==> src/lpbcs_pkg.sv <==
// Package for the low-power DRAM bank command and state block.
// Assumes a 125 MHz core clock and a classic Wishbone register port.
package lpbcs_pkg;

   // ****************************************
   // Geometry
   // ****************************************
   localparam int BANKS = 4;
   localparam int ROW_W = 2;
   localparam int COL_W = 4;
   localparam int ADDR_W = 13;
   localparam int DQ_W = 16;
   localparam int IDX_W = 2 + ROW_W + COL_W;
   localparam int DEPTH = 1 << IDX_W;
   localparam int AP_BIT = 10;

   // ****************************************
   // Timing
   // ****************************************
   localparam int CLK_MHZ = 125;
   localparam int T_RP_NS = 18;
   localparam int T_RCD_NS = 18;
   localparam int T_RFC_NS = 72;
   localparam int T_MRD_NS = 10;
   localparam int T_WR_NS = 15;
   localparam logic [3:0] RP_CYC = 4'((T_RP_NS * CLK_MHZ + 999) / 1000);
   localparam logic [3:0] RCD_CYC = 4'((T_RCD_NS * CLK_MHZ + 999) / 1000);
   localparam logic [3:0] RFC_CYC = 4'((T_RFC_NS * CLK_MHZ + 999) / 1000);
   localparam logic [3:0] MRD_CYC = 4'((T_MRD_NS * CLK_MHZ + 999) / 1000);
   localparam logic [3:0] WR_CYC = 4'((T_WR_NS * CLK_MHZ + 999) / 1000);
   localparam logic [3:0] WR_RP_CYC = 4'(WR_CYC + RP_CYC);

   // ****************************************
   // Registers
   // ****************************************
   localparam logic [7:0] REG_CTRL = 8'h00;
   localparam logic [7:0] REG_STAT = 8'h04;
   localparam logic [7:0] REG_REFCNT = 8'h08;
   localparam logic [1:0] BL_CODE_RST = 2'h1;
   localparam int STAT_MODE_LSB = 12;
   localparam int STAT_BURST_BIT = 15;

   // ****************************************
   // Types
   // ****************************************
   typedef enum logic [3:0] {
      CMD_NOP, CMD_ACT, CMD_RD, CMD_WR, CMD_BT, CMD_PRE,
      CMD_REF, CMD_LMR, CMD_SREF, CMD_DEEP
   } lpbcs_cmd_e;

   typedef enum logic [2:0] {
      BK_IDLE, BK_ACTG, BK_OPEN, BK_READ, BK_WRITE, BK_PRE
   } lpbcs_bank_e;

   typedef enum logic [2:0] {
      MD_RUN, MD_BUSY, MD_SELF, MD_DEEP
   } lpbcs_mode_e;

   typedef struct packed {
      logic cs_n;
      logic ras_n;
      logic cas_n;
      logic we_n;
      logic cke;
      logic [1:0] ba;
      logic [ADDR_W-1:0] addr;
      logic [1:0] dm;
      logic [DQ_W-1:0] dq;
   } lpbcs_pins_s;

   localparam lpbcs_pins_s PINS_IDLE = '{cs_n: 1'b1, ras_n: 1'b1, cas_n: 1'b1,
      we_n: 1'b1, default: '0};

   typedef struct packed {
      logic act;
      logic rd;
      logic wr;
      logic pre;
      logic ap;
      logic done;
      logic clear;
   } lpbcs_bank_cmd_s;

endpackage

==> src/lpbcs_bank.sv <==
// One bank's state machine: idle, activating, open, read, write, precharge.
// Assumes the caller gates commands that the bank must not receive.
`timescale 1ns/1ps
`default_nettype none
module lpbcs_bank import lpbcs_pkg::*; (
   // Clock and reset
   input wire logic clk_i,
   input wire logic rst_i,
   // Commands for this bank
   input wire lpbcs_bank_cmd_s cmd_i,
   input wire logic [ROW_W-1:0] row_i,
   // State
   output var lpbcs_bank_e state_o,
   output var logic [ROW_W-1:0] row_o,
   output var logic col_ok_o
);

   lpbcs_bank_e state_ff, nxt_state;
   logic [3:0] cnt_ff, nxt_cnt;
   logic ap_ff, nxt_ap;
   logic [ROW_W-1:0] row_ff, nxt_row;

   always_comb begin
      nxt_state = state_ff;
      nxt_cnt = cnt_ff;
      nxt_ap = ap_ff;
      nxt_row = row_ff;
      case (state_ff)
         BK_IDLE: begin
            if (cmd_i.act) begin
               nxt_state = BK_ACTG;
               nxt_cnt = RCD_CYC;
               nxt_row = row_i;
            end
         end
         BK_ACTG, BK_PRE: begin
            if (cnt_ff <= 4'h1) begin
               nxt_state = (state_ff == BK_ACTG) ? BK_OPEN : BK_IDLE;
            end else begin
               nxt_cnt = cnt_ff - 4'h1;
            end
         end
         BK_OPEN, BK_READ, BK_WRITE: begin
            if (cmd_i.done) begin
               nxt_state = ap_ff ? BK_PRE : BK_OPEN;
               nxt_cnt = (state_ff == BK_WRITE) ? WR_RP_CYC : RP_CYC;
               nxt_ap = 1'b0;
            end
            if (cmd_i.rd || cmd_i.wr) begin
               nxt_state = cmd_i.rd ? BK_READ : BK_WRITE;
               nxt_ap = cmd_i.ap;
            end else if (cmd_i.pre) begin
               nxt_state = BK_PRE;
               nxt_cnt = RP_CYC;
               nxt_ap = 1'b0;
            end
         end
         default: nxt_state = BK_IDLE;
      endcase
      if (cmd_i.clear) begin
         nxt_state = BK_IDLE;
         nxt_ap = 1'b0;
      end
   end

   always_ff @(posedge clk_i) begin
      if (rst_i) begin
         state_ff <= BK_IDLE;
         cnt_ff <= 4'h0;
         ap_ff <= 1'b0;
         row_ff <= '0;
      end else begin
         state_ff <= nxt_state;
         cnt_ff <= nxt_cnt;
         ap_ff <= nxt_ap;
         row_ff <= nxt_row;
      end
   end

   assign state_o = state_ff;
   assign row_o = row_ff;
   // Auto-close bursts must not be interrupted on the same bank
   assign col_ok_o = (state_ff == BK_OPEN) ||
      (((state_ff == BK_READ) || (state_ff == BK_WRITE)) && !ap_ff);

endmodule
`default_nettype wire

==> src/lpbcs_top.sv <==
// Command decoder, bank states, burst engine and array of a four-bank LPDRAM.
// Assumes pins are asynchronous to clk_i and a classic Wishbone master.
//
// Function
// - READ takes bank from bank select, column from low address, starts read burst.
// - WRITE takes bank and column likewise, starts a write burst storing data.
// - A10 with READ or WRITE selects closing the row when the burst ends.
// - A byte is written only when its mask is low with the data.
// - PRECHARGE with A10 high closes all banks, else only the selected bank.
// - BURST TERMINATE cuts latest read without auto close; its row stays open.
// - AUTO REFRESH uses internal row counter, ignores address, busy for refresh time.
// - SELF REFRESH is refresh with clock enable low; all else ignored.
// - Terminate encoding with clock enable low enters deepest power saving; data lost.
// - Chip select high or pattern LHHH is no-operation; operations continue.
// - Idle bank takes ACTIVE; refresh and mode load need all banks idle.
// - Open or reading bank takes READ, WRITE, PRECHARGE; reads take terminate.
// - Writing bank takes WRITE, READ or truncating PRECHARGE.
// - Banks leave precharge and activate after their times; auto-close returns idle.
// - Refresh, mode load and precharge-all block commands until their times pass.
// - Commands count only with clock enable high on previous edge and high on current edge, low for self refresh and deep power saving.
// - Device drives data strobe on reads, edge aligned with data.
// - Burst length programmable to two, four, eight or sixteen words.
`timescale 1ns/1ps
`default_nettype none
module lpbcs_top import lpbcs_pkg::*; (
   // Clock and reset
   input wire logic clk_i,
   input wire logic rst_i,
   // Wishbone slave
   input wire logic wb_cyc_i,
   input wire logic wb_stb_i,
   input wire logic wb_we_i,
   input wire logic [7:0] wb_adr_i,
   input wire logic [3:0] wb_sel_i,
   input wire logic [31:0] wb_dat_i,
   output logic [31:0] wb_dat_o,
   output logic wb_ack_o,
   // Memory command pins
   input wire logic mem_cs_n_i,
   input wire logic mem_ras_n_i,
   input wire logic mem_cas_n_i,
   input wire logic mem_we_n_i,
   input wire logic mem_cke_i,
   input wire logic [1:0] mem_ba_i,
   input wire logic [ADDR_W-1:0] mem_addr_i,
   // Data pins
   input wire logic [1:0] mem_dm_i,
   input wire logic [DQ_W-1:0] mem_dq_i,
   output logic [DQ_W-1:0] mem_dq_o,
   output logic mem_dq_oe_o,
   output logic mem_dqs_o,
   output logic mem_dqs_oe_o
);

   // ****************************************
   // Pin synchroniser
   // ****************************************
   lpbcs_pins_s pin_in, pin_meta_ff, pin_ff;
   logic cke_prev_ff;

   assign pin_in = {mem_cs_n_i, mem_ras_n_i, mem_cas_n_i, mem_we_n_i, mem_cke_i,
      mem_ba_i, mem_addr_i, mem_dm_i, mem_dq_i};

   always_ff @(posedge clk_i) begin
      if (rst_i) begin
         pin_meta_ff <= PINS_IDLE;
         pin_ff <= PINS_IDLE;
         cke_prev_ff <= 1'b0;
      end else begin
         pin_meta_ff <= pin_in;
         pin_ff <= pin_meta_ff;
         cke_prev_ff <= pin_ff.cke;
      end
   end

   // ****************************************
   // Command decode
   // ****************************************
   lpbcs_cmd_e cmd;
   lpbcs_mode_e md_ff, nxt_md;
   logic acc;
   logic acc_low;

   always_comb begin
      cmd = CMD_NOP;
      if (!pin_ff.cs_n) begin
         case ({pin_ff.ras_n, pin_ff.cas_n, pin_ff.we_n})
            3'b011: cmd = CMD_ACT;
            3'b101: cmd = CMD_RD;
            3'b100: cmd = CMD_WR;
            3'b110: cmd = pin_ff.cke ? CMD_BT : CMD_DEEP;
            3'b010: cmd = CMD_PRE;
            3'b001: cmd = pin_ff.cke ? CMD_REF : CMD_SREF;
            3'b000: cmd = CMD_LMR;
            default: cmd = CMD_NOP;
         endcase
      end
   end

   // Only a running device with clock enable held high takes bank commands
   assign acc = (md_ff == MD_RUN) && cke_prev_ff && pin_ff.cke;
   assign acc_low = (md_ff == MD_RUN) && cke_prev_ff && !pin_ff.cke;

   // ****************************************
   // Banks
   // ****************************************
   lpbcs_bank_cmd_s bcmd [BANKS];
   lpbcs_bank_e bk_state [BANKS];
   logic [ROW_W-1:0] bk_row [BANKS];
   logic [BANKS-1:0] bk_col_ok;
   logic [BANKS-1:0] bk_idle;
   logic [BANKS-1:0] bst_done;
   logic all_idle;
   logic col_go;
   logic bt_go;
   logic dpd_go;

   assign col_go = acc && ((cmd == CMD_RD) || (cmd == CMD_WR)) && bk_col_ok[pin_ff.ba];
   assign all_idle = &bk_idle;
   assign dpd_go = acc_low && (cmd == CMD_DEEP) && all_idle;

   for (genvar b = 0; b < BANKS; b++) begin : g_bank
      assign bk_idle[b] = (bk_state[b] == BK_IDLE);
      assign bcmd[b] = '{
         act: acc && (cmd == CMD_ACT) && (pin_ff.ba == 2'(b)),
         rd: col_go && (cmd == CMD_RD) && (pin_ff.ba == 2'(b)),
         wr: col_go && (cmd == CMD_WR) && (pin_ff.ba == 2'(b)),
         pre: acc && (cmd == CMD_PRE) && (pin_ff.addr[AP_BIT] || (pin_ff.ba == 2'(b))),
         ap: pin_ff.addr[AP_BIT],
         done: bst_done[b],
         clear: dpd_go
      };
      lpbcs_bank u_bank (
         .clk_i(clk_i),
         .rst_i(rst_i),
         .cmd_i(bcmd[b]),
         .row_i(pin_ff.addr[ROW_W-1:0]),
         .state_o(bk_state[b]),
         .row_o(bk_row[b]),
         .col_ok_o(bk_col_ok[b])
      );
   end

   // ****************************************
   // Burst engine
   // ****************************************
   logic bst_act_ff, nxt_bst_act;
   logic bst_wr_ff, nxt_bst_wr;
   logic bst_ap_ff, nxt_bst_ap;
   logic [1:0] bst_bank_ff, nxt_bst_bank;
   logic [COL_W-1:0] bst_col_ff, nxt_bst_col;
   logic [4:0] bst_left_ff, nxt_bst_left;
   logic [1:0] bl_code_ff, nxt_bl_code;
   logic [4:0] bl_len;

   assign bl_len = 5'(5'h2 << bl_code_ff);
   assign bt_go = acc && (cmd == CMD_BT) && bst_act_ff && !bst_wr_ff && !bst_ap_ff;

   always_comb begin
      nxt_bst_act = bst_act_ff;
      nxt_bst_wr = bst_wr_ff;
      nxt_bst_ap = bst_ap_ff;
      nxt_bst_bank = bst_bank_ff;
      nxt_bst_col = bst_col_ff;
      nxt_bst_left = bst_left_ff;
      bst_done = '0;
      if (bst_act_ff) begin
         if (bst_left_ff <= 5'h1) begin
            nxt_bst_act = 1'b0;
            bst_done[bst_bank_ff] = 1'b1;
         end else begin
            nxt_bst_left = bst_left_ff - 5'h1;
            nxt_bst_col = bst_col_ff + 1'b1;
         end
         // Terminate leaves the row open since auto close was off
         if (bt_go) begin
            nxt_bst_act = 1'b0;
            bst_done[bst_bank_ff] = 1'b1;
         end
         if (bcmd[bst_bank_ff].pre) begin
            nxt_bst_act = 1'b0;
         end
      end
      if (col_go) begin
         // A new column command cuts the running burst short
         bst_done[bst_bank_ff] = bst_act_ff;
         bst_done[pin_ff.ba] = 1'b0;
         nxt_bst_act = 1'b1;
         nxt_bst_wr = (cmd == CMD_WR);
         nxt_bst_ap = pin_ff.addr[AP_BIT];
         nxt_bst_bank = pin_ff.ba;
         nxt_bst_col = pin_ff.addr[COL_W-1:0];
         nxt_bst_left = bl_len;
      end
      if (dpd_go) begin
         nxt_bst_act = 1'b0;
      end
   end

   always_ff @(posedge clk_i) begin
      if (rst_i) begin
         bst_act_ff <= 1'b0;
         bst_wr_ff <= 1'b0;
         bst_ap_ff <= 1'b0;
         bst_bank_ff <= 2'h0;
         bst_col_ff <= '0;
         bst_left_ff <= 5'h0;
      end else begin
         bst_act_ff <= nxt_bst_act;
         bst_wr_ff <= nxt_bst_wr;
         bst_ap_ff <= nxt_bst_ap;
         bst_bank_ff <= nxt_bst_bank;
         bst_col_ff <= nxt_bst_col;
         bst_left_ff <= nxt_bst_left;
      end
   end

   // ****************************************
   // Array and data path
   // ****************************************
   logic [DQ_W-1:0] mem [DEPTH];
   logic [DEPTH-1:0] vld_ff, nxt_vld;
   logic [IDX_W-1:0] idx;
   logic wr_beat;
   logic rd_beat;
   logic [DQ_W-1:0] nxt_dq;
   logic nxt_dq_oe;
   logic nxt_dqs;
   logic dq_oe_ff;
   logic dqs_ff;
   logic [DQ_W-1:0] dq_ff;

   assign idx = {bst_bank_ff, bk_row[bst_bank_ff], bst_col_ff};
   assign wr_beat = bst_act_ff && bst_wr_ff;
   assign rd_beat = bst_act_ff && !bst_wr_ff;

   // Byte lanes written only where the mask is low
   always_ff @(posedge clk_i) begin
      if (wr_beat && !pin_ff.dm[0]) begin
         mem[idx][7:0] <= pin_ff.dq[7:0];
      end
      if (wr_beat && !pin_ff.dm[1]) begin
         mem[idx][15:8] <= pin_ff.dq[15:8];
      end
   end

   // Deep power-down loses data; words read as zero until rewritten
   always_comb begin
      nxt_vld = vld_ff;
      if (wr_beat && (pin_ff.dm != 2'h3)) begin
         nxt_vld[idx] = 1'b1;
      end
      if (dpd_go) begin
         nxt_vld = '0;
      end
      nxt_dq = dq_ff;
      nxt_dq_oe = rd_beat;
      nxt_dqs = 1'b0;
      if (rd_beat) begin
         nxt_dq = vld_ff[idx] ? mem[idx] : '0;
         nxt_dqs = !dqs_ff;
      end
   end

   always_ff @(posedge clk_i) begin
      if (rst_i) begin
         vld_ff <= '0;
         dq_ff <= '0;
         dq_oe_ff <= 1'b0;
         dqs_ff <= 1'b0;
      end else begin
         vld_ff <= nxt_vld;
         dq_ff <= nxt_dq;
         dq_oe_ff <= nxt_dq_oe;
         dqs_ff <= nxt_dqs;
      end
   end

   assign mem_dq_o = dq_ff;
   assign mem_dq_oe_o = dq_oe_ff;
   assign mem_dqs_o = dqs_ff;
   assign mem_dqs_oe_o = dq_oe_ff;

   // ****************************************
   // Device mode and refresh
   // ****************************************
   logic [3:0] busy_ff, nxt_busy;
   logic [11:0] refcnt_ff, nxt_refcnt;
   logic quiet;

   assign quiet = all_idle && !bst_act_ff;

   always_comb begin
      nxt_md = md_ff;
      nxt_busy = busy_ff;
      nxt_refcnt = refcnt_ff;
      case (md_ff)
         MD_RUN: begin
            if (acc && (cmd == CMD_REF) && quiet) begin
               nxt_md = MD_BUSY;
               nxt_busy = RFC_CYC;
               nxt_refcnt = refcnt_ff + 12'h1;
            end else if (acc && (cmd == CMD_LMR) && quiet) begin
               nxt_md = MD_BUSY;
               nxt_busy = MRD_CYC;
            end else if (acc && (cmd == CMD_PRE) && pin_ff.addr[AP_BIT]) begin
               nxt_md = MD_BUSY;
               nxt_busy = RP_CYC;
            end else if (acc_low && (cmd == CMD_SREF) && quiet) begin
               nxt_md = MD_SELF;
               nxt_busy = RFC_CYC;
            end else if (dpd_go) begin
               nxt_md = MD_DEEP;
            end
         end
         MD_BUSY: begin
            if (busy_ff <= 4'h1) begin
               nxt_md = MD_RUN;
            end else begin
               nxt_busy = busy_ff - 4'h1;
            end
         end
         MD_SELF: begin
            // Inputs other than clock enable are ignored here
            if (busy_ff <= 4'h1) begin
               nxt_busy = RFC_CYC;
               nxt_refcnt = refcnt_ff + 12'h1;
            end else begin
               nxt_busy = busy_ff - 4'h1;
            end
            if (pin_ff.cke) begin
               nxt_md = MD_RUN;
            end
         end
         MD_DEEP: begin
            if (pin_ff.cke) begin
               nxt_md = MD_RUN;
            end
         end
         default: nxt_md = MD_RUN;
      endcase
   end

   always_ff @(posedge clk_i) begin
      if (rst_i) begin
         md_ff <= MD_RUN;
         busy_ff <= 4'h0;
         refcnt_ff <= 12'h0;
      end else begin
         md_ff <= nxt_md;
         busy_ff <= nxt_busy;
         refcnt_ff <= nxt_refcnt;
      end
   end

   // ****************************************
   // Wishbone registers
   // ****************************************
   logic ack_ff, nxt_ack;
   logic [31:0] dat_ff, nxt_dat;
   logic [31:0] stat;

   for (genvar b = 0; b < BANKS; b++) begin : g_stat
      assign stat[3*b +: 3] = bk_state[b];
   end
   assign stat[STAT_MODE_LSB +: 3] = md_ff;
   assign stat[STAT_BURST_BIT] = bst_act_ff;
   assign stat[31:16] = 16'h0;

   always_comb begin
      nxt_ack = wb_cyc_i && wb_stb_i && !ack_ff;
      nxt_dat = 32'h0;
      nxt_bl_code = bl_code_ff;
      if (nxt_ack) begin
         if (wb_we_i && (wb_adr_i == REG_CTRL) && wb_sel_i[0]) begin
            nxt_bl_code = wb_dat_i[1:0];
         end
         case (wb_adr_i)
            REG_CTRL: nxt_dat = {30'h0, bl_code_ff};
            REG_STAT: nxt_dat = stat;
            REG_REFCNT: nxt_dat = {20'h0, refcnt_ff};
            default: nxt_dat = 32'h0;
         endcase
      end
   end

   always_ff @(posedge clk_i) begin
      if (rst_i) begin
         ack_ff <= 1'b0;
         dat_ff <= 32'h0;
         bl_code_ff <= BL_CODE_RST;
      end else begin
         ack_ff <= nxt_ack;
         dat_ff <= nxt_dat;
         bl_code_ff <= nxt_bl_code;
      end
   end

   assign wb_ack_o = ack_ff;
   assign wb_dat_o = dat_ff;

endmodule
`default_nettype wire

==> config.mk <==
export PLATFORM = sky130hd
export DESIGN_NAME = lpbcs_top
export DESIGN_NICKNAME = d
export VERILOG_FILES = /design/src/lpbcs_pkg.sv /design/src/lpbcs_bank.sv /design/src/lpbcs_top.sv
export SDC_FILE = /design/constraint.sdc
export NUM_CORES = 2
export LEC_CHECK = 0
export BUFFER_PORTS_ARGS = -buffer_cell sky130_fd_sc_hd__clkbuf_2
export CAP_MARGIN = 15
export CORE_MARGIN = 8
export CORE_UTILIZATION = 48
export CTS_CLUSTER_SIZE = 40
export DETAILED_ROUTE_END_ITERATION = 6
export GPL_TIMING_DRIVEN = 1
export PLACE_DENSITY_LB_ADDON = 0.25
export SYNTH_ARGS = -nofsm -noshare
export SYNTH_HDL_FRONTEND = slang
export SYNTH_HIERARCHICAL = 1
export SYNTH_SLANG_ARGS = --single-unit
export TNS_END_PERCENT = 1
==> constraint.sdc <==
create_clock -name clk_i -period 5.05 [get_ports clk_i]
set_input_delay 0.505 -clock clk_i [delete_from_list [all_inputs] [get_ports clk_i]]
set_output_delay 0.505 -clock clk_i [all_outputs]
set_load 0.02 [all_outputs]
Yosys cells after proc, flatten, opt, wreduce, memory -nomap -nowiden --
Memory sizes are Yosys's and may differ from the RTL's. Index checks and enable logic that the tools add are counted.
Storage, ports and cells: bits in registers 455, bits in writable memories 4096, input bits 87, output and inout bits 52, memories 1
Cells by class: add/sub/neg operators 8, magnitude comparators 13, equal/unequal tests 68, shift-type cells 1, multiplexer cells 137, bitwise operators 7, reduce and logical (&&, ||, !) cells 137
Memory list:
- mem | depth 256, width 16, rd ports 1, clocked after memory_dff 0, write ports 1, line lpbcs_top.sv:221 | logic [DQ_W-1:0] mem [DEPTH];
Operators by type and width (count):
- OR 256 bit | 1
- two-way mux 4 bit | 39
- two-way mux 3 bit | 39
- one-hot mux 4 bit (3 select lines) | 5
- logical AND 1 bit | 55
- one-hot mux 16 bit (3 select lines) | 1
- one-hot mux 3 bit (3 select lines) | 5
- equality test 3 x 2 -> 1 bit (second input constant) | 12
- equality test 3 bit (second input constant) | 11
- AND reduction 3 bit | 11
- one-hot mux 4 bit (7 select lines) | 1
- nonzero test 3 bit | 9
- two-way mux 1 bit | 26
- inequality test 2 bit (second input constant) | 13
- two-way mux 12 bit | 2
- one-hot mux 12 bit (2 select lines) | 1
- less-or-equal comparator 4 x 1 -> 1 bit (second input constant) | 5
- AND reduction 2 bit | 10
- subtractor 4 x 1 -> 4 bit (second input constant) | 5
- equality test 3 x 1 -> 1 bit (second input constant) | 6
- logical NOT 3 bit | 6
- logical OR 1 bit | 17
- equality test 4 x 3 -> 1 bit (second input constant) | 4
- two-way mux 16 bit | 1
- other kinds (42) | 86

Depth between registers and ports, before layout --
depth in word-level cells 19, depth in mapped cells 13, gate-level depth less buffers 13

By module --
The synthesis kept the hierarchy.
By module, submodules not included:
- lpbcs_top | times used 1, cells each 8258, area each 172728.2 µm², sequential area each 130705.4 µm²
- lpbcs_bank | times used 4, cells each 98, area each 803.3 µm², sequential area each 200.2 µm²

Least setup slack after synthesis --
No wires, ideal clock.
path kind reg2reg, start point reg pin_ff[0] (netlist name), end point mem mem[0][0], data pin, setup time 0.852 ns, arrival 3.382 ns, data required time 4.198 ns, setup slack 0.816 ns, cell stages (with the launch flop) 1, buffers on the path 0, period minus slack after synthesis 4.234 ns, path through dfxtp_1
RTL lines:
- start, declared | line lpbcs_top.sv:58 | lpbcs_pins_s pin_in, pin_meta_ff, pin_ff;
- start signal, assigned | line lpbcs_top.sv:71 | pin_ff <= pin_meta_ff;
- end, declared | line lpbcs_top.sv:221
Straight into the memory's write port.

Worst setup path in the final report --
start point reg bst_col_ff[0], end point mem mem[91][10] (enable)
RTL lines:
- start, declared | line lpbcs_top.sv:151 | logic [COL_W-1:0] bst_col_ff, nxt_bst_col;
- start signal, assigned | line lpbcs_top.sv:213 | bst_col_ff <= nxt_bst_col;
Straight into the memory's write port.

==> out/results.tsv <==
stage	metric	value	unit
power	PD cells	378	nW/um^2
floorplanning	num ports	139	
placement	GP Congestion	0.838	
sta	skew final	0.0684	ns
worst_setup_path	reg-to-reg setup timing slack	0.69	ns
finish	layout cells sized above 1	0.279	
power	PnR Total Power	75.4	mW
logic_synthesis	post-synthesis async set-or-reset flop share	0	
global_route	GRT met1 Usage	0.321	
flow_run	MaxCap Viol Count	0	
worst_setup_path	CP required	5.64	ns
logic_synthesis	Synth Cell Area	176000	sq um
detailed_routing	post-DR wirelength/cell	31.4	um
logic_synthesis	top_reg_cell synth	edfxtp_1	
sta	final hold viol count	0	
sta	setup ws final	0.694	ns
detailed_routing	Pre-antenna DRT Iters	6	
power	clock share of power	0.451	
worst_setup_path	R2R Path End	mem[91][10]$_DFFE_PP_	
finish	Area growth syn-to-layout	13.3	%
logic_synthesis	main area contributors after synthesis	edfxtp_1 (70%), mux4_2 (17%), dfxtp_1 (4.8%)	
logic_synthesis	Synth top area share	0.699	
global_route	largest net degree at the start of global routing	209	
worst_setup_path	worst-case reg-to-reg path depth	6	
cts	clock slew at reported path FFs	0.06	ns
sta	final count of pins violating max slew	0	
floorplanning	row cnt	222	
global_route	vias in the first global route	88400	
worst_setup_path	Crit Path Class	reg -> reg	
sta	Slew @ Worst Pin	1.21	ns
detailed_routing	Routed Antenna Nets	0	
worst_setup_path	crit-path max FO	34	
detailed_routing	Detailed Route Iter0 Violations	10700	
logic_synthesis	Seq/Total Area, Yosys	0.747	
floorplanning	Die Y	621	um
cts	CTS root buffer	clkbuf_16	
hold_path	Hold Crit Depth	2	
cts	worst skew pair latency	1.00	ns
logic_synthesis	Yosys warnings	6	
power	Psw	14.8	mW
sta	RSZ-0062 raised after global routing	no	
cts	Setup Fix Bufs, Post-CTS	0	
worst_setup_path	worst flop-to-flop path startpoint	bst_col_ff[0]$_SDFFE_PP0P_	
power	static leakage	60.8	nW
power	internal power	60.5	mW
cts	Clock Sinks	4521	
worst_setup_path	CP Capture Type	register	
detailed_routing	Via Count	88100	
global_route	initial antenna violation count	15	
outcome	status	complete, no violations	
global_route	total global routing overflow	0	
sta	Total Neg Setup Slack	0	ns
cts	CTS tree	built	
worst_setup_path	Arr. time, crit path	4.95	ns
power	Reg power frac	0.541	
placement	Post-DP Area	184000	sq um
hold_path	Worst Min Path Start	rst_i	
detailed_routing	DRC violations left	0	
sta	Fin Hold WS	0.0602	ns
logic_synthesis	Synth Register Bits	4521	
logic_synthesis	post-synth cell types	73	
hold_path	Hold Path End	bst_bank_ff[0]$_SDFFE_PP0N_	
finish	fin area	199000	sq um
sta	f_max	230	MHz
logic_synthesis	Synth area leader	edfxtp_1	
floorplanning	die area	386000	sq um
detailed_routing	Via density	6.18	
power	switch share	0.197	
global_route	M2 GR Usage	0.358	
cts	Clock Tree Buf Depth	4	
power	power share of the combinational group	0.008	
floorplanning	core area	365000	sq um
detailed_routing	DRT Wirelength	448000	um
worst_setup_path	crit start category	register	
global_route	first-pass GRT wire length	642000	um
sta	min cycle time layout	4.36	ns
global_route	Total GRT Usage	0.226	
finish	FILL cells	27200	
logic_synthesis	average size of a mapped cell	20.3	sq um
sta	period utilization	0.863	
floorplanning	die span in x	621	um
hold_path	worst hold path type	in -> reg	
cts	total CTS buffers	444	
power	maximum vdd drop	0.299	mV
sta	Relative slew margins	0.192	
placement	Buffers on Ports	80	
cts	H-tree levels	5	
placement	post-detail-place hpwl	271000	um
finish	Final Net Count	9163	
global_route	met3 GRT Util	0.0449	
global_route	busiest grt layer	met2	
placement	Worst Setup Slack post-DPL	0.776	ns
logic_synthesis	Post-synth EDFFs	4096	
sta	# setup viols final	0	
logic_synthesis	Post-Synthesis Cells	8650	
floorplanning	Initial Util	0.482	
cts	CTS-repair resized insts	0	
-- layout by cell type, fill, tap and decap left out, types with 20 or more instances in the layout --
cell type	synthesis	layout
nor3_1	28	25
mux2i_1	45	45
nor2_1	896	885
a21oi_1	338	338
nand2_1	199	197
dfxtp_1	425	405
clkbuf_1	282	67
clkinvlp_4	0	26
or2_2	23	22
inv_1	36	36
buf_4	62	325
bufinv_16	0	66
nand3_1	55	21
nor2b_1	70	65
clkinv_1	0	84
nor4_1	20	20
ha_1	22	22
nand2b_1	21	21
nand4_1	23	23
dlygate4sd3_1	0	41
a22oi_1	115	115
nand3_2	0	34
edfxtp_1	4096	4096
o21ai_0	41	41
buf_12	0	69
clkbuf_16	0	448
dfxtp_4	0	20
clkbuf_2	0	80
clkinv_2	0	83
mux4_2	1339	1338
o211ai_1	25	25
-- how the worst max path moves through the flow --
| stage | depth (start not counted) | slack (ns) | endpoint | start |
|---|---|---|---|---|
| global route | 6 | 0.63 | mem[107][10]$_DFFE_PP_ | bst_col_ff[0]$_SDFFE_PP0P_ |
| floorplan | 0 | 0.82 | mem[0][0]$_DFFE_PP_ | pin_ff[0]$_SDFF_PP0_ |
| finish | 6 | 0.69 | mem[91][10]$_DFFE_PP_ | bst_col_ff[0]$_SDFFE_PP0P_ |
| global placement | 7 | 0.75 | mem_dq_o[3]$_SDFFE_PP0P_ | bst_col_ff[0]$_SDFFE_PP0P_ |
| CTS | 6 | 0.75 | mem[107][13]$_DFFE_PP_ | bst_col_ff[0]$_SDFFE_PP0P_ |
| detailed placement | 6 | 0.78 | mem[107][9]$_DFFE_PP_ | bst_col_ff[0]$_SDFFE_PP0P_ |
-- cell families after synthesis --
logic type | share of synthesized area
flip-flops | 0.747
buffers and inverters | 0.0163
AO/OA/AOI/OAI | 0.0231
multiplexers | 0.174
adder cells (fa/ha/maj) | 0.00156
AND/OR/NAND/NOR | 0.0366
other | 0.0000213
XOR/XNOR | 0.000846
-- cells in the mapped netlist (10+ instances only) --
library cell  number
o211ai_1          25
a211oi_1          18
buf_6             24
nand3_1           55
inv_1             36
or3_1             10
buf_2            134
clkbuf_1         282
ha_1              22
a22oi_1          115
and3_1            17
xnor2_1           10
o21ai_0           41
nand2_1          199
mux4_2          1339
mux2i_1           45
edfxtp_1        4096
nor2_1           896
nor2b_1           70
buf_4             62
a21oi_1          338
dfxtp_1          425
nand2b_1          21
and2_1            13
nor4_1            20
nor3_1            28
nor3b_1           10
or2_2             23
buf_1             70
nand4_1           23
-- repair_timing --
action / CTS / global route
endpoints found under the hold margin: 39 / 0
hold buffers: 41 / 0
endpoints found under the setup margin: 0 / 0
-- critical path, cell delays in order (launching register included) --
cell	delay, ns
dfxtp_4	1.08
buf_4	0.36
buf_4	0.27
ha_1	0.22
nand3_2	0.77
buf_4	0.53
nor2_1	0.68
-- state kept, by name, summed over array words and instances (netlist names), 5 cells and up --
signal	flops
pin_ff	29
mem	4096
bst_left_ff	5
g_bank.u_bank/state_o	12
g_bank.u_bank/row_o	8
vld_ff	256
wb_dat_o	15
pin_meta_ff	30
refcnt_ff	12
mem_dq_o	16
g_bank.u_bank/cnt_ff	16
-- metrics by stage --
step	cells	util
after global placement	13400	0.503
after global routing	14300	0.546
after CTS	14200	0.546
after detailed placement	13400	0.503
after floorplan	8666	-
final	14300	0.546
-- power by group through the flow --
stage	logic (mW)	clock network (mW)	registers (mW)
3_5_place_dp	0.605	0	41.5
6_report	0.626	34.0	40.7
4_1_cts	0.629	34.5	40.7
5_1_grt	0.680	35.8	40.7
2_1_floorplan	0.184	0	41.7
3_3_place_gp	0.565	0	41.5
-- metal layers --
metal	vias to the layer above	routed length, um	part of all wire
met5	-	27	0.000060
met4	4	15000	0.033
met3	656	39600	0.089
met2	4005	213000	0.48
met1	47100	180000	0.40
li1	36300	-	-
-- layout make-up --
type	instances	area [sq um]	share of cell area
Multi-Input combinational cell	3537	41900	0.210
Clock buffer	522	11500	0.0579
Tap cell	4816	6030	0.0302
Sequential cell	4521	132000	0.660
Clock inverter	299	3430	0.0172
Timing Repair Buffer	514	4630	0.0232
Antenna cell	14	35.0	0.000176
Inverter	36	135	0.000678
Note: power is estimated with default switching activity, not from simulation.
